<file path="config.mk">
export PLATFORM = sky130hd
export DESIGN_NAME = ssd_top
export DESIGN_NICKNAME = d
export VERILOG_FILES = /design/src/rtl/ssd_pkg.sv /design/src/rtl/ssd_stream_if.sv /design/src/rtl/ssd_pin_sync.sv /design/src/rtl/ssd_fifo.sv /design/src/rtl/ssd_top.sv
export SDC_FILE = /design/constraint.sdc
export NUM_CORES = 1
export LEC_CHECK = 0
export CAP_MARGIN = 20
export CORE_ASPECT_RATIO = 0.8
export CORE_MARGIN = 3
export CORE_UTILIZATION = 35
export CTS_CLUSTER_SIZE = 10
export DETAILED_ROUTE_END_ITERATION = 10
export DONT_BUFFER_PORTS = 1
export PLACE_DENSITY = 0.52
export SYNTH_ARGS = -nofsm -noshare
export SYNTH_HDL_FRONTEND = slang
export SYNTH_SLANG_ARGS = --single-unit
</file>
<file path="constraint.sdc">
create_clock -name CORE_CLK_I -period 3.7 [get_ports CORE_CLK_I]
set_input_delay 0.185 -clock CORE_CLK_I [delete_from_list [all_inputs] [get_ports CORE_CLK_I]]
set_output_delay 0.185 -clock CORE_CLK_I [all_outputs]
set_load 0.02 [all_outputs]
</file>
<file path="src/rtl/ssd_pkg.sv">
/*
 * Constants shared by the serial sink driver design files.
 * Assumes a single core clock; all pin inputs are asynchronous to it.
 */
package ssd_pkg;

    // ------------------------------------------------------------
    // Widths and depths
    // ------------------------------------------------------------
    localparam int unsigned SSD_SHIFT_W    = 8;
    localparam int unsigned SSD_FIFO_W     = 1;
    localparam int unsigned SSD_FIFO_DEPTH = 4;
    localparam int unsigned SSD_SYNC_W     = 5;

    // ------------------------------------------------------------
    // Bit positions in the synchronised pin vector
    // ------------------------------------------------------------
    localparam int unsigned SSD_IDX_SCLK   = 0;
    localparam int unsigned SSD_IDX_SDATA  = 1;
    localparam int unsigned SSD_IDX_STROBE = 2;
    localparam int unsigned SSD_IDX_OE_N   = 3;
    localparam int unsigned SSD_IDX_HALF   = 4;

    // ------------------------------------------------------------
    // Reset values
    // ------------------------------------------------------------
    localparam logic [SSD_SYNC_W-1:0]  SSD_SYNC_RST  = 5'h08;
    localparam logic [SSD_SHIFT_W-1:0] SSD_SHREG_RST = 8'h00;
    localparam logic [SSD_SHIFT_W-1:0] SSD_LATCH_RST = 8'h00;
    localparam logic [SSD_SHIFT_W-1:0] SSD_SINK_OFF  = 8'h00;

endpackage

</file>
<file path="src/rtl/ssd_stream_if.sv">
/*
 * Valid/ready stream carrier between the driver core and its FIFO.
 * Assumes both ends run on the same clock.
 */
`timescale 1ns/1ps
`default_nettype none

interface ssd_stream_if #(
    parameter int unsigned W = 1
) ();
    logic         valid;
    logic         ready;
    logic [W-1:0] data;

    modport src (output valid, output data, input ready);
    modport snk (input valid, input data, output ready);
endinterface

`default_nettype wire

</file>
<file path="src/rtl/ssd_pin_sync.sv">
/*
 * Three-stage synchroniser for asynchronous pins with agreement filter.
 * Assumes pins are asynchronous to clk_i; output changes only when
 * the second and third stages agree.
 */
`timescale 1ns/1ps
`default_nettype none

module ssd_pin_sync #(
    parameter int unsigned  W   = 1,
    parameter logic [W-1:0] RST = '0
) (
    input  wire logic         clk_i,
    input  wire logic         arst_n_i,
    input  wire logic [W-1:0] pin_i,
    output logic      [W-1:0] lvl_o
);

    logic [W-1:0] s1_r;
    logic [W-1:0] s2_r;
    logic [W-1:0] s3_r;

    always_ff @(posedge clk_i or negedge arst_n_i) begin
        if (!arst_n_i) begin
            s1_r <= RST;
            s2_r <= RST;
            s3_r <= RST;
        end else begin
            s1_r <= pin_i;
            s2_r <= s1_r;
            s3_r <= s2_r;
        end
    end

    always_ff @(posedge clk_i or negedge arst_n_i) begin
        if (!arst_n_i) begin
            lvl_o <= RST;
        end else begin
            lvl_o <= (s2_r & ~(s2_r ^ s3_r)) | (lvl_o & (s2_r ^ s3_r));
        end
    end

endmodule

`default_nettype wire

</file>
<file path="src/rtl/ssd_fifo.sv">
/*
 * Small synchronous FIFO with valid/ready on both sides.
 * Assumes one clock; full and empty follow the occupancy count.
 */
`timescale 1ns/1ps
`default_nettype none

module ssd_fifo #(
    parameter int unsigned W     = 1,
    parameter int unsigned DEPTH = 4
) (
    input  wire logic   clk_i,
    input  wire logic   arst_n_i,
    ssd_stream_if.snk   wr,
    ssd_stream_if.src   rd
);

    localparam int unsigned AW = (DEPTH > 1) ? $clog2(DEPTH) : 1;
    localparam int unsigned CW = $clog2(DEPTH + 1);
    localparam logic [AW-1:0] LAST = AW'(DEPTH - 1);
    localparam logic [CW-1:0] FULL = CW'(DEPTH);

    logic [W-1:0]  mem_r [DEPTH];
    logic [AW-1:0] wp_r;
    logic [AW-1:0] rp_r;
    logic [CW-1:0] cnt_r;
    logic          push;
    logic          pop;

    assign wr.ready = (cnt_r != FULL);
    assign rd.valid = (cnt_r != '0);
    assign rd.data  = mem_r[rp_r];
    assign push     = wr.valid && wr.ready;
    assign pop      = rd.valid && rd.ready;

    always_ff @(posedge clk_i) begin
        if (push) begin
            mem_r[wp_r] <= wr.data;
        end
    end

    always_ff @(posedge clk_i or negedge arst_n_i) begin
        if (!arst_n_i) begin
            wp_r <= '0;
            rp_r <= '0;
        end else begin
            if (push) begin
                wp_r <= (wp_r == LAST) ? '0 : wp_r + 1'b1;
            end
            if (pop) begin
                rp_r <= (rp_r == LAST) ? '0 : rp_r + 1'b1;
            end
        end
    end

    always_ff @(posedge clk_i or negedge arst_n_i) begin
        if (!arst_n_i) begin
            cnt_r <= '0;
        end else if (push && !pop) begin
            cnt_r <= cnt_r + 1'b1;
        end else if (pop && !push) begin
            cnt_r <= cnt_r - 1'b1;
        end
    end

endmodule

`default_nettype wire

</file>
<file path="src/rtl/ssd_top.sv">
/*
 * Serial-in latched sink driver core: shift register, level latches,
 * blanking, current select and two cascade outputs.
 * Assumes all pins are asynchronous to CORE_CLK_I and the serial clock
 * is slow enough for several core cycles per phase.
 */
// Contract
// Shift one stage per serial clock rise.
// Serial input enters first stage at rise.
// Strobe high loads latches, low holds.
// Eight sink outputs, one latch bit each.
// Enable high blanks all sinks, low enables.
// Select low full current, high half.
// First cascade output updates on rise.
// Second cascade output updates on fall.
// Latches follow shift data while strobe high.
// Enable never changes latch contents.
// Host blanks outputs while shifting if transparent.
// Both cascades carry last stage, half-period apart.
// Host shifts eight bits per device first.
`timescale 1ns/1ps
`default_nettype none

module ssd_top (
    input  wire logic                            CORE_CLK_I,
    input  wire logic                            ARST_N_I,
    input  wire logic                            SCLK_I,
    input  wire logic                            SDATA_I,
    input  wire logic                            STROBE_I,
    input  wire logic                            OE_N_I,
    input  wire logic                            HALF_CUR_I,
    output logic      [ssd_pkg::SSD_SHIFT_W-1:0] SINK_ON_O,
    output logic                                 HALF_CUR_O,
    output logic                                 CASC_RISE_O,
    output logic                                 CASC_FALL_O,
    output logic                                 OVERRUN_O
);

    import ssd_pkg::*;

    // ------------------------------------------------------------
    // Pin synchronisation and serial clock edges
    // ------------------------------------------------------------
    function automatic logic edge_seen(input logic prev, input logic cur, input logic to_high);
        edge_seen = (prev != cur) && (cur == to_high);
    endfunction

    logic [SSD_SYNC_W-1:0] pin_vec;
    logic [SSD_SYNC_W-1:0] lvl;
    logic                  sclk_prev_r;
    logic                  sclk_rise;
    logic                  sclk_fall;

    assign pin_vec = {HALF_CUR_I, OE_N_I, STROBE_I, SDATA_I, SCLK_I};

    ssd_pin_sync #(
        .W   (SSD_SYNC_W),
        .RST (SSD_SYNC_RST)
    ) u_sync (
        .clk_i    (CORE_CLK_I),
        .arst_n_i (ARST_N_I),
        .pin_i    (pin_vec),
        .lvl_o    (lvl)
    );

    always_ff @(posedge CORE_CLK_I or negedge ARST_N_I) begin
        if (!ARST_N_I) begin
            sclk_prev_r <= 1'b0;
        end else begin
            sclk_prev_r <= lvl[SSD_IDX_SCLK];
        end
    end

    assign sclk_rise = edge_seen(sclk_prev_r, lvl[SSD_IDX_SCLK], 1'b1);
    assign sclk_fall = edge_seen(sclk_prev_r, lvl[SSD_IDX_SCLK], 1'b0);

    // ------------------------------------------------------------
    // Sampled bit FIFO
    // ------------------------------------------------------------
    ssd_stream_if #(.W(SSD_FIFO_W)) s_in ();
    ssd_stream_if #(.W(SSD_FIFO_W)) s_out ();

    assign s_in.valid  = sclk_rise;
    assign s_in.data   = lvl[SSD_IDX_SDATA];
    assign s_out.ready = !sclk_fall;

    ssd_fifo #(
        .W     (SSD_FIFO_W),
        .DEPTH (SSD_FIFO_DEPTH)
    ) u_fifo (
        .clk_i    (CORE_CLK_I),
        .arst_n_i (ARST_N_I),
        .wr       (s_in),
        .rd       (s_out)
    );

    always_ff @(posedge CORE_CLK_I or negedge ARST_N_I) begin
        if (!ARST_N_I) begin
            OVERRUN_O <= 1'b0;
        end else if (s_in.valid && !s_in.ready) begin
            OVERRUN_O <= 1'b1;
        end
    end

    // ------------------------------------------------------------
    // Shift register and cascade outputs
    // ------------------------------------------------------------
    logic [SSD_SHIFT_W-1:0] shreg_r;
    logic [SSD_SHIFT_W-1:0] shreg_nxt;
    logic                   shift;

    assign shift     = s_out.valid && s_out.ready;
    assign shreg_nxt = {shreg_r[SSD_SHIFT_W-2:0], s_out.data};

    always_ff @(posedge CORE_CLK_I or negedge ARST_N_I) begin
        if (!ARST_N_I) begin
            shreg_r <= SSD_SHREG_RST;
        end else if (shift) begin
            shreg_r <= shreg_nxt;
        end
    end

    always_ff @(posedge CORE_CLK_I or negedge ARST_N_I) begin
        if (!ARST_N_I) begin
            CASC_RISE_O <= 1'b0;
        end else if (shift) begin
            CASC_RISE_O <= shreg_nxt[SSD_SHIFT_W-1];
        end
    end

    always_ff @(posedge CORE_CLK_I or negedge ARST_N_I) begin
        if (!ARST_N_I) begin
            CASC_FALL_O <= 1'b0;
        end else if (sclk_fall) begin
            CASC_FALL_O <= shreg_r[SSD_SHIFT_W-1];
        end
    end

    // ------------------------------------------------------------
    // Latches, blanking and current select
    // ------------------------------------------------------------
    logic [SSD_SHIFT_W-1:0] latch_r;

    always_ff @(posedge CORE_CLK_I or negedge ARST_N_I) begin
        if (!ARST_N_I) begin
            latch_r <= SSD_LATCH_RST;
        end else if (lvl[SSD_IDX_STROBE]) begin
            latch_r <= shreg_r;
        end
    end

    always_ff @(posedge CORE_CLK_I or negedge ARST_N_I) begin
        if (!ARST_N_I) begin
            SINK_ON_O <= SSD_SINK_OFF;
        end else if (lvl[SSD_IDX_OE_N]) begin
            SINK_ON_O <= SSD_SINK_OFF;
        end else begin
            SINK_ON_O <= latch_r;
        end
    end

    always_ff @(posedge CORE_CLK_I or negedge ARST_N_I) begin
        if (!ARST_N_I) begin
            HALF_CUR_O <= 1'b0;
        end else begin
            HALF_CUR_O <= lvl[SSD_IDX_HALF];
        end
    end

endmodule

`default_nettype wire

</file>
Word-level counts from Yosys, hierarchy flattened
Memory sizes are Yosys's and may differ from the RTL's. A register that Yosys moved wholly into a read port is not among the register bits.
Cells that the tools add are included.
{ "word_totals": {"wordCells": 51, "n_memories": 1, "regBits": 56, "output_inout_bits": 12, "inputBits": 7, "ram_bits": 4} }
{ "memory_table": {"columns": ["name", "words", "word_bits", "read_ports", "rd_clocked_by_memory_dff", "wr", "line_no", "rtl"], "rows": [
  ["u_fifo.mem_r", 4, 1, 1, 1, 1, "ssd_fifo.sv:23", "logic [W-1:0] mem_r [DEPTH];"]
]} }
{ "op_classes": {"muxes": 7, "reduce_logical": 14, "add_sub_neg": 4, "eq_ne": 4, "bitwise_logic": 6} }
{ "ops": {"columns": ["op", "n"], "rows": [
  ["AND 5 bit", 2],
  ["2-to-1 mux 8 bit", 1],
  ["logical AND 1 bit", 7],
  ["2-to-1 mux 3 bit", 2],
  ["logical NOT 1 bit", 5],
  ["inverter 5 bit", 1],
  ["OR 5 bit", 1],
  ["bitwise XOR 5 bit", 1],
  ["adder 2 x 1 -> 2 bit, second input constant", 2],
  ["equality test 2 bit, second input constant", 2],
  ["2-to-1 mux 2 bit", 2],
  ["adder 3 x 1 -> 3 bit, second input constant", 1],
  ["inequality test 3 bit, second input constant", 1],
  ["nonzero test 3 bit", 1],
  ["subtractor 3 x 1 -> 3 bit, second input constant", 1],
  ["2-to-1 mux 1 bit", 2],
  ["nonzero test 2 bit", 1],
  ["inequality test 1 bit", 1],
  ["inverter 1 bit", 1]
]} }

Logic depth before layout (Yosys ltp)
Gate-level depths: netlist (run 1).
{ "depth": {"ltp_word": 7, "ltp_mapped": 10, "mapped_depth_nobuf": 9} }

By module
From an unflattened synthesis (run 1), not the netlist that was laid out.
{ "hier_totals": {"cells_unflattened": 126, "area_unflattened_um2": 2184.6} }
{ "by_module_without_submodules": {"columns": ["module", "cells_each", "area_per_inst_um2", "instances"], "rows": [
  ["ssd_top", 59, 1031.0, 1],
  ["ssd_fifo", 42, 591.8, 1],
  ["ssd_pin_sync", 25, 561.8, 1]
]} }

Worst setup path after synthesis (run 1)
OpenSTA, ideal clock, no wires.
{ "synth_timing": {"path_kind": "register to register", "from": "register u_fifo.cnt_r[0]", "to": "register u_fifo.cnt_r[2]", "period_less_slack_ns": 1.898, "slack_ns": 1.802, "setup_time_ns": 0.079, "path_stages_with_launch": 11, "path_buffers": 1, "arrival_ns": 1.819, "path_cell_list": "dfrtp_1 > nor3_1 > nor2_1 > buf_6 > inv_1 > ha_1 > inv_1 > fa_1 > xor2_1 > nor2_1 > xor2_1"} }
{ "synth_between": {"elab_chain_cells": 5, "word_cells_on_any_way": 13} }
{ "synth_lines": {"columns": ["item", "line_no", "rtl"], "rows": [
  ["from (decl)", "ssd_fifo.sv:26", "logic [CW-1:0] cnt_r;"],
  ["from (signal assigned)", "ssd_fifo.sv:60", "cnt_r <= cnt_r + 1'b1;"],
  ["from (signal assigned)", "ssd_fifo.sv:62", "cnt_r <= cnt_r - 1'b1;"],
  ["branches (longest 5 deep; another with subtractor 3 x 1 -> 3 bit)", null, null]
]} }
Parallel ways; which one is timed is not known. The select of a mux whose other input is x is not followed.
A chain may end at the register's enable or synchronous reset.

Final worst setup path (run 1)
Ends and elaborated chain as after synthesis.

==> results of run 1 <==
==> worst max-delay path: cells and delay by family (launching register included) <==
| kind | cells | cell delay (ns) |
|---|---|---|
| flops | 1 | 0.43 |
| xor+xnor | 2 | 0.31 |
| fa+ha+maj | 2 | 0.55 |
| buf+inv | 3 | 0.30 |
| simple gates | 3 | 0.37 |
==> registers in the layout, summed over array words and instances, names as in the netlist, named ones only <==
signal / flops
SINK_ON_O: 8
latch_r: 8
shreg_r: 7
u_sync.s1_r: 5
u_sync.s2_r: 5
u_sync.s3_r: 5
u_fifo.mem_r: 4
u_fifo.cnt_r: 3
u_fifo.rp_r: 2
u_fifo.wp_r: 2
CASC_FALL_O: 1
CASC_RISE_O: 1
HALF_CUR_O: 1
OVERRUN_O: 1
sclk_prev_r: 1
==> cells by family after synthesis <==
| kind of cell | after synthesis |
|---|---|
| flip-flops | 59 |
| adder cells (fa/ha/maj) | 12 |
| buffers and inverters | 6 |
| AND/OR/NAND/NOR | 21 |
| XOR/XNOR | 3 |
| multiplexers | 23 |
| AO/OA/AOI/OAI | 2 |
==> cell type report <==
cell class                      instances  area share, %
Tap cell                               78           4.00
Clock buffer                           12           5.54
Clock inverter                          4          0.820
Timing Repair Buffer                    8           3.90
Sequential cell                        59           61.5
Inverter                                4          0.615
Multi-Input combinational cell         61           23.6
==> worst paths after layout <==
kind | end | startpoint | cells past startpoint | slack, ns
min | u_sync.s2_r[2] | u_sync.s1_r[2] | 0 | 0.35
max | u_fifo.cnt_r[2] | u_fifo.cnt_r[0] | 10 | 1.66
min reg2reg | u_sync.s2_r[2] | u_sync.s1_r[2] | 0 | 0.35
max in group asynchronous | u_sync.s1_r[3] | ARST_N_I | 2 | 3.04
max reg2reg | u_fifo.cnt_r[2] | u_fifo.cnt_r[0] | 10 | 1.66
min in group asynchronous | shreg_r[5] | ARST_N_I | 2 | 0.39
==> where the power goes <==
part | switching, W | internal, W
logic | 0.000136 | 0.000240
clock network | 0.000225 | 0.000238
registers | 0.000193 | 0.000848
total | 0.000554 | 0.00133
==> through the flow <==
stage | worst slack (ns) | cells | utilization [%]
floorplan | 1.80 | 126 | -
global placement | 1.72 | 203 | 38.9
detailed placement | 1.64 | 203 | 38.9
CTS | 1.63 | 226 | 43.2
global route | 1.45 | 226 | 43.2
finish | 1.66 | 226 | 43.2
==> cells in the final DEF, fill, tap and decap left out, drive strengths merged, types with 2 or more instances in the layout <==
master       synthesis  routed
edfxtp               4       4
dfrtp               51      51
inv                  4       4
nor2                 5       5
buf                  2       2
clkinv               0       4
and2                 4       4
ha                   6       6
dfstp                4       4
nor2b                9       9
dlygate4sd3          0       6
mux2                22      22
maj3                 5       5
xor2                 2       2
clkbuf               0      12
==> repair_timing <==
| item | CTS | global route |
|---|---|---|
| hold endpoints to repair | 60 | 0 |
| resized for setup | 0 | 0 |
| hold buffers | 7 | 0 |
==> cells in the mapped netlist (all sizes together) <==
library cell	n	area [µm²]
dfrtp	51	1280
o21bai	1	7.51
edfxtp	4	120
nand2b	1	6.26
mux4	1	22.5
a21oi	1	8.76
fa	1	20.0
nand2	1	3.75
nor3	1	5.00
mux2	22	251
maj3	5	50.1
xnor2	1	8.76
buf	2	16.3
nor2	5	18.8
xor2	2	17.5
nor2b	9	56.3
dfstp	4	105
inv	4	15.0
ha	6	75.1
and2	4	25.0
==> layer usage <==
metal	vias to the layer above	share of wire, %	GRT usage [%]
met3	5	6.6	5.33
met4	0	1.8	6.34
li1	453	-	-
met2	21	46	13.1
met5	-	0	0
met1	495	46	11.1
==> summary.md, run 1 <==
| Metric | Value |
|---|---|
| Status | `finished clean` |
| Fmax | `490 MHz` |
| Worst-path clk slew | `approximately 0.06 ns` |
| Starting Density | `37.4%` |
| LEAKAGE | `approximately 1.1 nW` |
| Layout Cell Area excl Fill | `2440 µm²` |
| Pin count of the biggest net entering global routing | `56` |
| Share of cells above drive strength 1 | `about 29%` |
| Number of global-route vias before repair | `992` |
| Post-Route Setup TNS | `0 ns` |
| Worst-Skew Late Latency | `roughly 0.33 ns` |
| Finish-stage setup viols | `0` |
| CP Capture Type | `register` |
| Post-route ant nets | `0` |
| IO Count | `19` |
| Crit-path max cell delay | `0.43 ns` |
| Cell Rows | `24` |
| Core area | `roughly 5600 µm²` |
| First-pass DRT Iterations | `2` |
| Worst Path Max Fanout | `11` |
| GRT Overall Usage | `9.39%` |
| Vias | `just under 1000` |
| CP Data Arrival Time | `approximately 2.3 ns` |
| Post-Syn Area | `2110 µm²` |
| Setup Fix Bufs, Post-CTS | `0` |
| Clock Root Buffer | `clkbuf_8` |
| Pwr Total | `0.00188 W` |
| H-tree depth | `3` |
| Main combinational cell family by area after synthesis | `multiplexers` |
| Net count, final | `between 150 and 200` |
| Slowest cell on crit path | `dfrtp_1` |
| CTS Buf Count | `9` |
| Slew headroom | `76.9%` |
| Grt total ovfl | `0` |
| Placed Area | `2200 µm²` |
| Synth Area per Inst | `around 17 µm²` |
| First-pass GRT wire length | `4760 µm` |
| Drt via density | `between 4 and 5` |
| Fin. max-slew vios | `0` |
| Worst Max-Slew Pin Slew | `between 0.3 and 0.4 ns` |
| Final Hold Vio Count | `0` |
| CP required | `~4.0 ns` |
| Fillers | `558` |
| MaxCap Viol Count | `0` |
| Min Hold Slack | `~0.35 ns` |
| CTS tree | `built` |
| Initial antenna violation count | `0` |
| Post-Synth Adder-Cell Area | `6.88%` |
| VDD IR-drop max | `about 0.34 mV` |
| Die extent in x | `just over 90 µm` |
| CTS sink count | `59` |
| Pwr per Cell Area | `770 nW/µm²` |
| Multi-input gate area | `just under 600 µm²` |
| CP Class | `register to register` |
| RSZ-0062 raised after global routing | `false` |
| Reg area | `1500 µm²` |
| Mux cell area share after synthesis | `approximately 13%` |
| Post-synthesis sequential area ratio | `between 70 and 80%` |
| Post-synthesis xor/xnor area fraction | `1.25%` |
| Unique cell type count in the Yosys netlist | `22` |
| Yosys warns | `0` |
| Synth Area in Compound Gates | `less than 1%` |
| Routed WL | `around 2800 µm` |
| Critical path startpoint category | `register` |
| Die area | `roughly 7000 µm²` |
| Syn_nets | `140` |
| ANT cells | `0` |
| Die Y | `between 70 and 80 µm` |
| Clk buf depth | `2` |
| Routed wire per std cell | `roughly 12 µm` |
| Critical Path, Cell by Cell | `nor3_1 -> nor2_1 -> buf_4 -> inv_1 -> ha_1 -> inv_1 -> fa_1 -> xor2_1 -> nor2_1 -> xor2_1` |
| DRC viols | `0` |
| PortBufs | `0` |
| Tcrit/Tclk final | `between 50% and 60%` |
| Routability cong. | `between 0.6 and 0.7` |
| Hold WC Path Type | `register to register` |
| Tmin final | `2.04 ns` |
| Flops & latches, synth | `59` |
| Post-Syn Instances | `approximately 130` |
| Synth-to-Final Area Change | `15.7%` |
| Dpl hpwl | `about 1800 µm` |
| Clk_skew | `between 0.009 and 0.01 ns` |
| DRT iter0 DRCs | `13` |
| Simple-Gate Fraction of Synth Area | `under 10%` |
Note: power is estimated with default switching activity, not from simulation.
==> inputs of run 2 (changes only) <==
--- a/config.mk
+++ b/config.mk
@@ -5,6 +5,7 @@
 export SDC_FILE = /design/constraint.sdc
 export NUM_CORES = 1
 export LEC_CHECK = 0
+export ABC_AREA = 1
 export CAP_MARGIN = 20
 export CORE_ASPECT_RATIO = 0.8
 export CORE_MARGIN = 3
==> constraint.sdc (replaced) <==
create_clock -name CORE_CLK_I -period 2.01 [get_ports CORE_CLK_I]
set_input_delay 0.1005 -clock CORE_CLK_I [delete_from_list [all_inputs] [get_ports CORE_CLK_I]]
set_output_delay 0.1005 -clock CORE_CLK_I [all_outputs]
set_load 0.02 [all_outputs]
==> summary.md, run 2 <==
| Metric | Value |
|---|---|
| CP Class | `register to register (unchanged)` |
| Worst-Skew Late Latency | `0.33 ns (about the same)` |
| Routed wire per std cell | `10.8 µm (was 12.3 µm)` |
| Final Hold Vio Count | `0 (unchanged)` |
| First-pass GRT wire length | `5710 µm (was 4760 µm)` |
| Routed WL | `3160 µm (was 2780 µm)` |
| Fillers | `592 (was 558)` |
| Worst-path clk slew | `0.06 ns (about the same)` |
| Drt via density | `4.20 (was 4.31)` |
| Synth cell count leaders | `nand2_1, dfrtp_1, inv_1 (was dfrtp_1, mux2_2, nor2b_1)` |
| Fin worst setup slack | `0.147 ns (was 1.66 ns)` |
| Pwr per Cell Area | `1430 nW/µm² (was 770 nW/µm²)` |
| Net count, final | `222 (was 157)` |
| Main area contributors after synthesis | `dfrtp_1, nand2_1, edfxtp_1, dfstp_2, inv_1 (was dfrtp_1, mux2_2, edfxtp_1, dfstp_2, ha_1)` |
| Pin count of the biggest net entering global routing | `56 (unchanged)` |
| Ys async rst share | `93.2% (unchanged)` |
| Routability cong. | `0.735 (was 0.648)` |
| Post-place setup slack | `0.0707 ns (was 1.64 ns)` |
| Layout Cell Area excl Fill | `2600 µm² (was 2440 µm²)` |
| PortBufs | `0 (unchanged)` |
| Clock Root Buffer | `clkbuf_8 (unchanged)` |
| Most frequent cells in the layout | `nand2_1, dfrtp_1, inv_1 (was dfrtp_1, mux2_2, nor2b_1, clkbuf_8)` |
| Post-route ant nets | `0 (unchanged)` |
| H-tree depth | `3 (unchanged)` |
| Worst Max-Slew Pin Slew | `0.434 ns (was 0.347 ns)` |
| Largest area contributor in the netlist | `dfrtp_1 (unchanged)` |
| Pwr Total | `0.00372 W (was 0.00188 W)` |
| ANT cells | `0 (unchanged)` |
| Share of cells above drive strength 1 | `17.9% (was 29.1%)` |
| DRC viols | `0 (unchanged)` |
| Grt total ovfl | `0 (unchanged)` |
| Number of global-route vias before repair | `1248 (was 992)` |
| First-pass DRT Iterations | `4 (was 2)` |
| Predominant post-synthesis flop cell | `dfrtp_1 (unchanged)` |
| Reg area | `1510 µm² (was 1500 µm²)` |
| Biggest regs | `SINK_ON_O: 8 flops, latch_r: 8 flops, shreg_r: 7 flops (unchanged)` |
| DP Cell Count | `269 (was 203)` |
| Die Y | `76.9 µm (was 75.4 µm)` |
| Cell Rows | `25 (was 24)` |
| Die area | `7270 µm² (was 7000 µm²)` |
| Top-count cell post-synth | `nand2_1 (was dfrtp_1)` |
| Fin. max-slew vios | `0 (unchanged)` |
| Clk buf depth | `2 (unchanged)` |
| Min Hold Slack | `0.270 ns (was 0.348 ns)` |
| Clk_skew | `0.00691 ns (was 0.00918 ns)` |
| Unique cell type count in the Yosys netlist | `23 (was 22)` |
| Fin cells | `293 (was 226)` |
| Syn_nets | `205 (was 140)` |
| Dpl hpwl | `2030 µm (was 1830 µm)` |
| MaxCap Viol Count | `0 (unchanged)` |
| Commonest non-fill, non-tap cell in the layout | `nand2_1 (was dfrtp_1)` |
| CTS Buf Count | `9 (unchanged)` |
| Yosys warns | `0 (unchanged)` |
| Tmin final | `1.86 ns (was 2.04 ns)` |
| Starting Density | `36.6% (was 37.4%)` |
| Post-Syn Instances | `191 (was 126)` |
| Post-synthesis sequential area ratio | `68.3% (was 71.2%)` |
| Top-area cell type share of the netlist area | `58.1% (was 60.5%)` |
| Slew headroom | `71.1% (was 76.9%)` |
| Core area | `6010 µm² (was 5650 µm²)` |
| Critical path startpoint category | `register (unchanged)` |
| CTS sink count | `59 (unchanged)` |
| Post-synth EDFFs | `4 (unchanged)` |
| Status | `finished clean (unchanged)` |
| Initial antenna violation count | `0 (unchanged)` |
| Post-Syn Area | `2200 µm² (was 2110 µm²)` |
| CP Data Arrival Time | `2.08 ns (was 2.29 ns)` |
| Flops & latches, synth | `59 (unchanged)` |
| VDD IR-drop max | `0.751 mV (was 0.345 mV)` |
| Hold WC Path Type | `input pin to async pin (was register to register)` |
| CP Capture Type | `register (unchanged)` |
| GRT Overall Usage | `10.6% (was 9.39%)` |
| Die extent in x | `94.6 µm (was 92.8 µm)` |
| LEAKAGE | `1.24 nW (was 1.05 nW)` |
| Tcrit/Tclk final | `92.7% (was 55.2%)` |
| Worst Path Max Fanout | `6 (was 11)` |
| CTS tree | `built (unchanged)` |
| Synth Area per Inst | `11.5 µm² (was 16.7 µm²)` |
| CP required | `2.23 ns (was 3.95 ns)` |
| DRT iter0 DRCs | `57 (was 13)` |
| Multi-input gate area | `571 µm² (was 577 µm²)` |
| Placed Area | `2280 µm² (was 2200 µm²)` |
| Synth-to-Final Area Change | `18.2% (was 15.7%)` |
| Vias | `1230 (was 974)` |
| Finish-stage setup viols | `0 (unchanged)` |
| IO Count | `19 (unchanged)` |
| Fmax | `537 MHz (was 490 MHz)` |
[run 2: cell count changes after synthesis, sizes merged, moves of 3 or more]
cell,change
nor2,+11
nor2b,-9
mux2,-22
o21ai,+11
inv,+24
nand3,+3
nand2,+53
and2,-4
[run 2: kinds of logic after synthesis]
kind of cell	share of synthesized area (%)
and+or+nand+nor	14.4
DFF	68.3
buffers and inverters	5.75
AOI/OAI and AO/OA	4.16
adders and majority gates	6.60
xor gates and xnor gates	0.797
[run 2: worst paths after layout]
path / startpoint / to / slack (ns) / cells past startpoint
min in group CORE_CLK_I: OE_N_I / u_sync.s1_r[3] / 0.31 / 1
hold / removal: ARST_N_I / u_fifo.rp_r[0] / 0.27 / 2
hold reg to reg: u_sync.s1_r[1] / u_sync.s2_r[1] / 0.35 / 0
setup / recovery: u_fifo.cnt_r[1] / u_fifo.cnt_r[1] / 0.15 / 9
setup reg to reg: u_fifo.cnt_r[1] / u_fifo.cnt_r[1] / 0.15 / 9
max in group asynchronous: ARST_N_I / u_sync.s2_r[3] / 1.43 / 2
[run 2: where the power goes]
| part | switching (W) | internal, W |
|---|---|---|
| logic | 0.000451 | 0.000322 |
| clock network | 0.000411 | 0.000701 |
| registers | 0.000313 | 0.00152 |
| total | 0.00117 | 0.00254 |
[run 2: final cells by class]
cell class | instances | area share (%)
Sequential cell | 59 | 57.9
Multi-Input combinational cell | 101 | 22.0
Clock buffer | 14 | 7.03
Inverter | 28 | 4.05
Timing Repair Buffer | 9 | 3.95
Tap cell | 81 | 3.90
Clock inverter | 1 | 1.16
[run 2: stage by stage]
stage	TNS, ns	utilization, %
floorplan	0	-
global placement	0	37.9
detailed placement	0	37.9
CTS	0	42.9
global route	-0.00444	43.3
finish	0	43.3
[run 2: repair_timing]
action,CTS,global route
setup endpoints to repair,0,2
setup buffers,0,2
resized for setup,0,3
hold buffers,7,0
endpoints found under the hold margin,60,0
[run 2: critical path: stages, from the launching register on]
cell,delay [ns]
dfrtp_2,0.44
nor2_4,0.17
nand2_1,0.10
nand2_2,0.12
inv_2,0.07
ha_1,0.20
inv_1,0.09
fa_1,0.43
nand2_1,0.09
nand2_1,0.05
[run 2: per-layer routing]
layer | track usage [%] | part of all wire [%] | vias up
li1 | - | - | 615
met1 | 12.6 | 47 | 583
met2 | 14.9 | 44 | 24
met3 | 5.78 | 6.5 | 8
met4 | 6.05 | 2.4 | 0
met5 | 0 | 0 | -
==> inputs of run 3 (changes only) <==
--- a/config.mk
+++ b/config.mk
@@ -9,11 +9,11 @@
 export CAP_MARGIN = 20
 export CORE_ASPECT_RATIO = 0.8
 export CORE_MARGIN = 3
-export CORE_UTILIZATION = 35
+export CORE_UTILIZATION = 45
 export CTS_CLUSTER_SIZE = 10
 export DETAILED_ROUTE_END_ITERATION = 10
 export DONT_BUFFER_PORTS = 1
-export PLACE_DENSITY = 0.52
+export PLACE_DENSITY = 0.63
 export SYNTH_ARGS = -nofsm -noshare
 export SYNTH_HDL_FRONTEND = slang
 export SYNTH_SLANG_ARGS = --single-unit
==> summary.md, run 3 (same netlist as run 2, synthesis figures left out) <==
| Metric | Value |
|---|---|
| CTS sink count | `59 (unchanged)` |
| Min Hold Slack | `0.286 ns (was 0.270 ns)` |
| Clk_skew | `0.00817 ns (was 0.00691 ns)` |
| IO Count | `19 (unchanged)` |
| Core area | `4650 µm² (was 6010 µm²)` |
| Tmin final | `1.86 ns (about the same)` |
| Die area | `5770 µm² (was 7270 µm²)` |
| CP Capture Type | `register (unchanged)` |
| Post-place setup slack | `0.0619 ns (was 0.0707 ns)` |
| Reg2reg setup slack | `0.15 ns (about the same)` |
| Initial antenna violation count | `0 (unchanged)` |
| Drt via density | `4.59 (was 4.20)` |
| Dpl hpwl | `2070 µm (was 2030 µm)` |
| Commonest non-fill, non-tap cell in the layout | `nand2_1 (unchanged)` |
| Die extent in x | `84.1 µm (was 94.6 µm)` |
| Fin. max-slew vios | `0 (unchanged)` |
| Pwr per Cell Area | `1400 nW/µm² (was 1430 nW/µm²)` |
| Status | `finished clean (unchanged)` |
| MaxCap Viol Count | `0 (unchanged)` |
| First-pass GRT wire length | `5600 µm (was 5710 µm)` |
| CP Class | `register to register (unchanged)` |
| CTS tree | `built (unchanged)` |
| Share of cells above drive strength 1 | `17.0% (was 17.9%)` |
| Routed WL | `3110 µm (was 3160 µm)` |
| Synth-to-Final Area Change | `14.8% (was 18.2%)` |
| DRC viols | `0 (unchanged)` |
| Worst-Skew Late Latency | `0.33 ns (about the same)` |
| Worst-case reg-to-reg path depth | `9 (unchanged)` |
| Final Hold Vio Count | `0 (unchanged)` |
| Cell Rows | `22 (was 25)` |
| Slew headroom | `69.4% (was 71.1%)` |
| PortBufs | `0 (unchanged)` |
| Tcrit/Tclk final | `92.6% (was 92.7%)` |
| Post-Route Setup TNS | `0 ns (unchanged)` |
| Layout Cell Area excl Fill | `2520 µm² (was 2600 µm²)` |
| Finish-stage setup viols | `0 (unchanged)` |
| Routability cong. | `0.713 (was 0.735)` |
| Die Y | `68.5 µm (was 76.9 µm)` |
| Number of global-route vias before repair | `1259 (was 1248)` |
| CTS Buf Count | `9 (unchanged)` |
| Pin count of the biggest net entering global routing | `56 (unchanged)` |
| CP required | `2.22 ns (was 2.23 ns)` |
| Vias | `1249 (was 1230)` |
| H-tree depth | `3 (unchanged)` |
| Grt total ovfl | `0 (unchanged)` |
| Most frequent cells in the layout | `nand2_1, dfrtp_1, inv_1 (unchanged)` |
| Biggest regs | `SINK_ON_O: 8 flops, latch_r: 8 flops, shreg_r: 7 flops (unchanged)` |
| Net count, final | `221 (was 222)` |
| Routed wire per std cell | `11.4 µm (was 10.8 µm)` |
| LEAKAGE | `1.22 nW (was 1.24 nW)` |
| Post-route ant nets | `0 (unchanged)` |
| VDD IR-drop max | `0.572 mV (was 0.751 mV)` |
| Clk buf depth | `2 (unchanged)` |
| Worst Path Max Fanout | `9 (was 6)` |
| Critical path startpoint category | `register (unchanged)` |
| ANT cells | `0 (unchanged)` |
| Placed Area | `2250 µm² (was 2280 µm²)` |
| Reg-to-reg critical path startpoint | `u_fifo.cnt_r[1] (unchanged)` |
| RSZ-0062 raised after global routing | `false` |
| Clock Root Buffer | `clkbuf_8 (unchanged)` |
| Worst-path clk slew | `0.07 ns (was 0.06 ns)` |
| Fin worst setup slack | `0.148 ns (was 0.147 ns)` |
| Starting Density | `47.3% (was 36.6%)` |
| Hold WC Path Type | `input pin to async pin (unchanged)` |
| Fmax | `537 MHz (about the same)` |
| Worst Max-Slew Pin Slew | `0.459 ns (was 0.434 ns)` |
| Reg-to-reg endpoint | `u_fifo.cnt_r[2] (was u_fifo.cnt_r[1])` |
| CP Data Arrival Time | `2.07 ns (was 2.08 ns)` |
| First-pass DRT Iterations | `4 (unchanged)` |
| GRT Overall Usage | `13.0% (was 10.6%)` |
| DRT iter0 DRCs | `59 (was 57)` |
==> run 3: cell types whose count changed in the layout (fill, tap and decap cells not counted) <==
cell	previous run	this run
clkinv_2	0	3
clkbuf_8	13	11
buf_4	2	1
bufinv_16	1	0
clkbuf_1	1	2
dfrtp_1	48	49
dfrtp_2	3	2
==> run 3: repair_timing <==
action | in CTS | in global routing
gates resized for setup | 0 | 2
hold buffers | 7 | 0
setup buffers | 0 | 1
endpoints found under the setup margin | 0 | 1
endpoints found under the hold margin | 60 | 0
==> run 3: cell type report <==
class,count,area (µm²)
Fill cell,398,2130
Sequential cell,59,1500
Multi-Input combinational cell,101,571
Clock buffer,13,159
Inverter,28,105
Timing Repair Buffer,8,95.1
Tap cell,60,75.1
Clock inverter,3,15.0
==> run 3: power breakdown <==
part           leakage [nW]  internal (W)  switching, W
combinational         0.425      0.000317      0.000450
clock                0.0932      0.000509      0.000421
sequential            0.707       0.00152      0.000307
==> run 3: worst max-delay path by stage <==
stage                      endpoint            start  cells after the start  slack, ns
floorplan           u_fifo.cnt_r[2]  u_fifo.cnt_r[0]                      9       0.22
global placement    u_fifo.cnt_r[2]  u_fifo.cnt_r[0]                      9       0.18
detailed placement  u_fifo.cnt_r[2]  u_fifo.cnt_r[0]                      9       0.06
CTS                 u_fifo.cnt_r[2]  u_fifo.cnt_r[0]                      9       0.05
global route        u_fifo.cnt_r[2]         register                     10       0.03
finish              u_fifo.cnt_r[2]  u_fifo.cnt_r[1]                      9       0.15
==> run 3: per-stage QoR <==
| stage | cells | util, % | power (W) |
|---|---|---|---|
| 3_5_place_dp | 248 | 48.4 | 0.00258 |
| 6_report | 272 | 54.2 | 0.00352 |
| 5_1_grt | 272 | 54.2 | 0.00382 |
| 4_1_cts | 271 | 54.0 | 0.00357 |
| 3_3_place_gp | 248 | 48.4 | 0.00251 |
| 2_1_floorplan | 191 | - | 0.00241 |
==> run 3: layer usage <==
| layer | wire length, µm | track usage (%) |
|---|---|---|
| met5 | 0 | 0 |
| met4 | 53 | 6.43 |
| met3 | 184 | 6.41 |
| met2 | 1450 | 20.7 |
| met1 | 1430 | 14.9 |
==> run 3: critical path, cell delays in order (launching register included) <==
cell and delay (ns):
dfrtp_2 0.44, nor2_4 0.14, nand2_1 0.10, nand2_4 0.13
ha_1 0.18, inv_1 0.07, fa_1 0.38, nand2_1 0.08
nand3_1 0.09, xor2_1 0.15
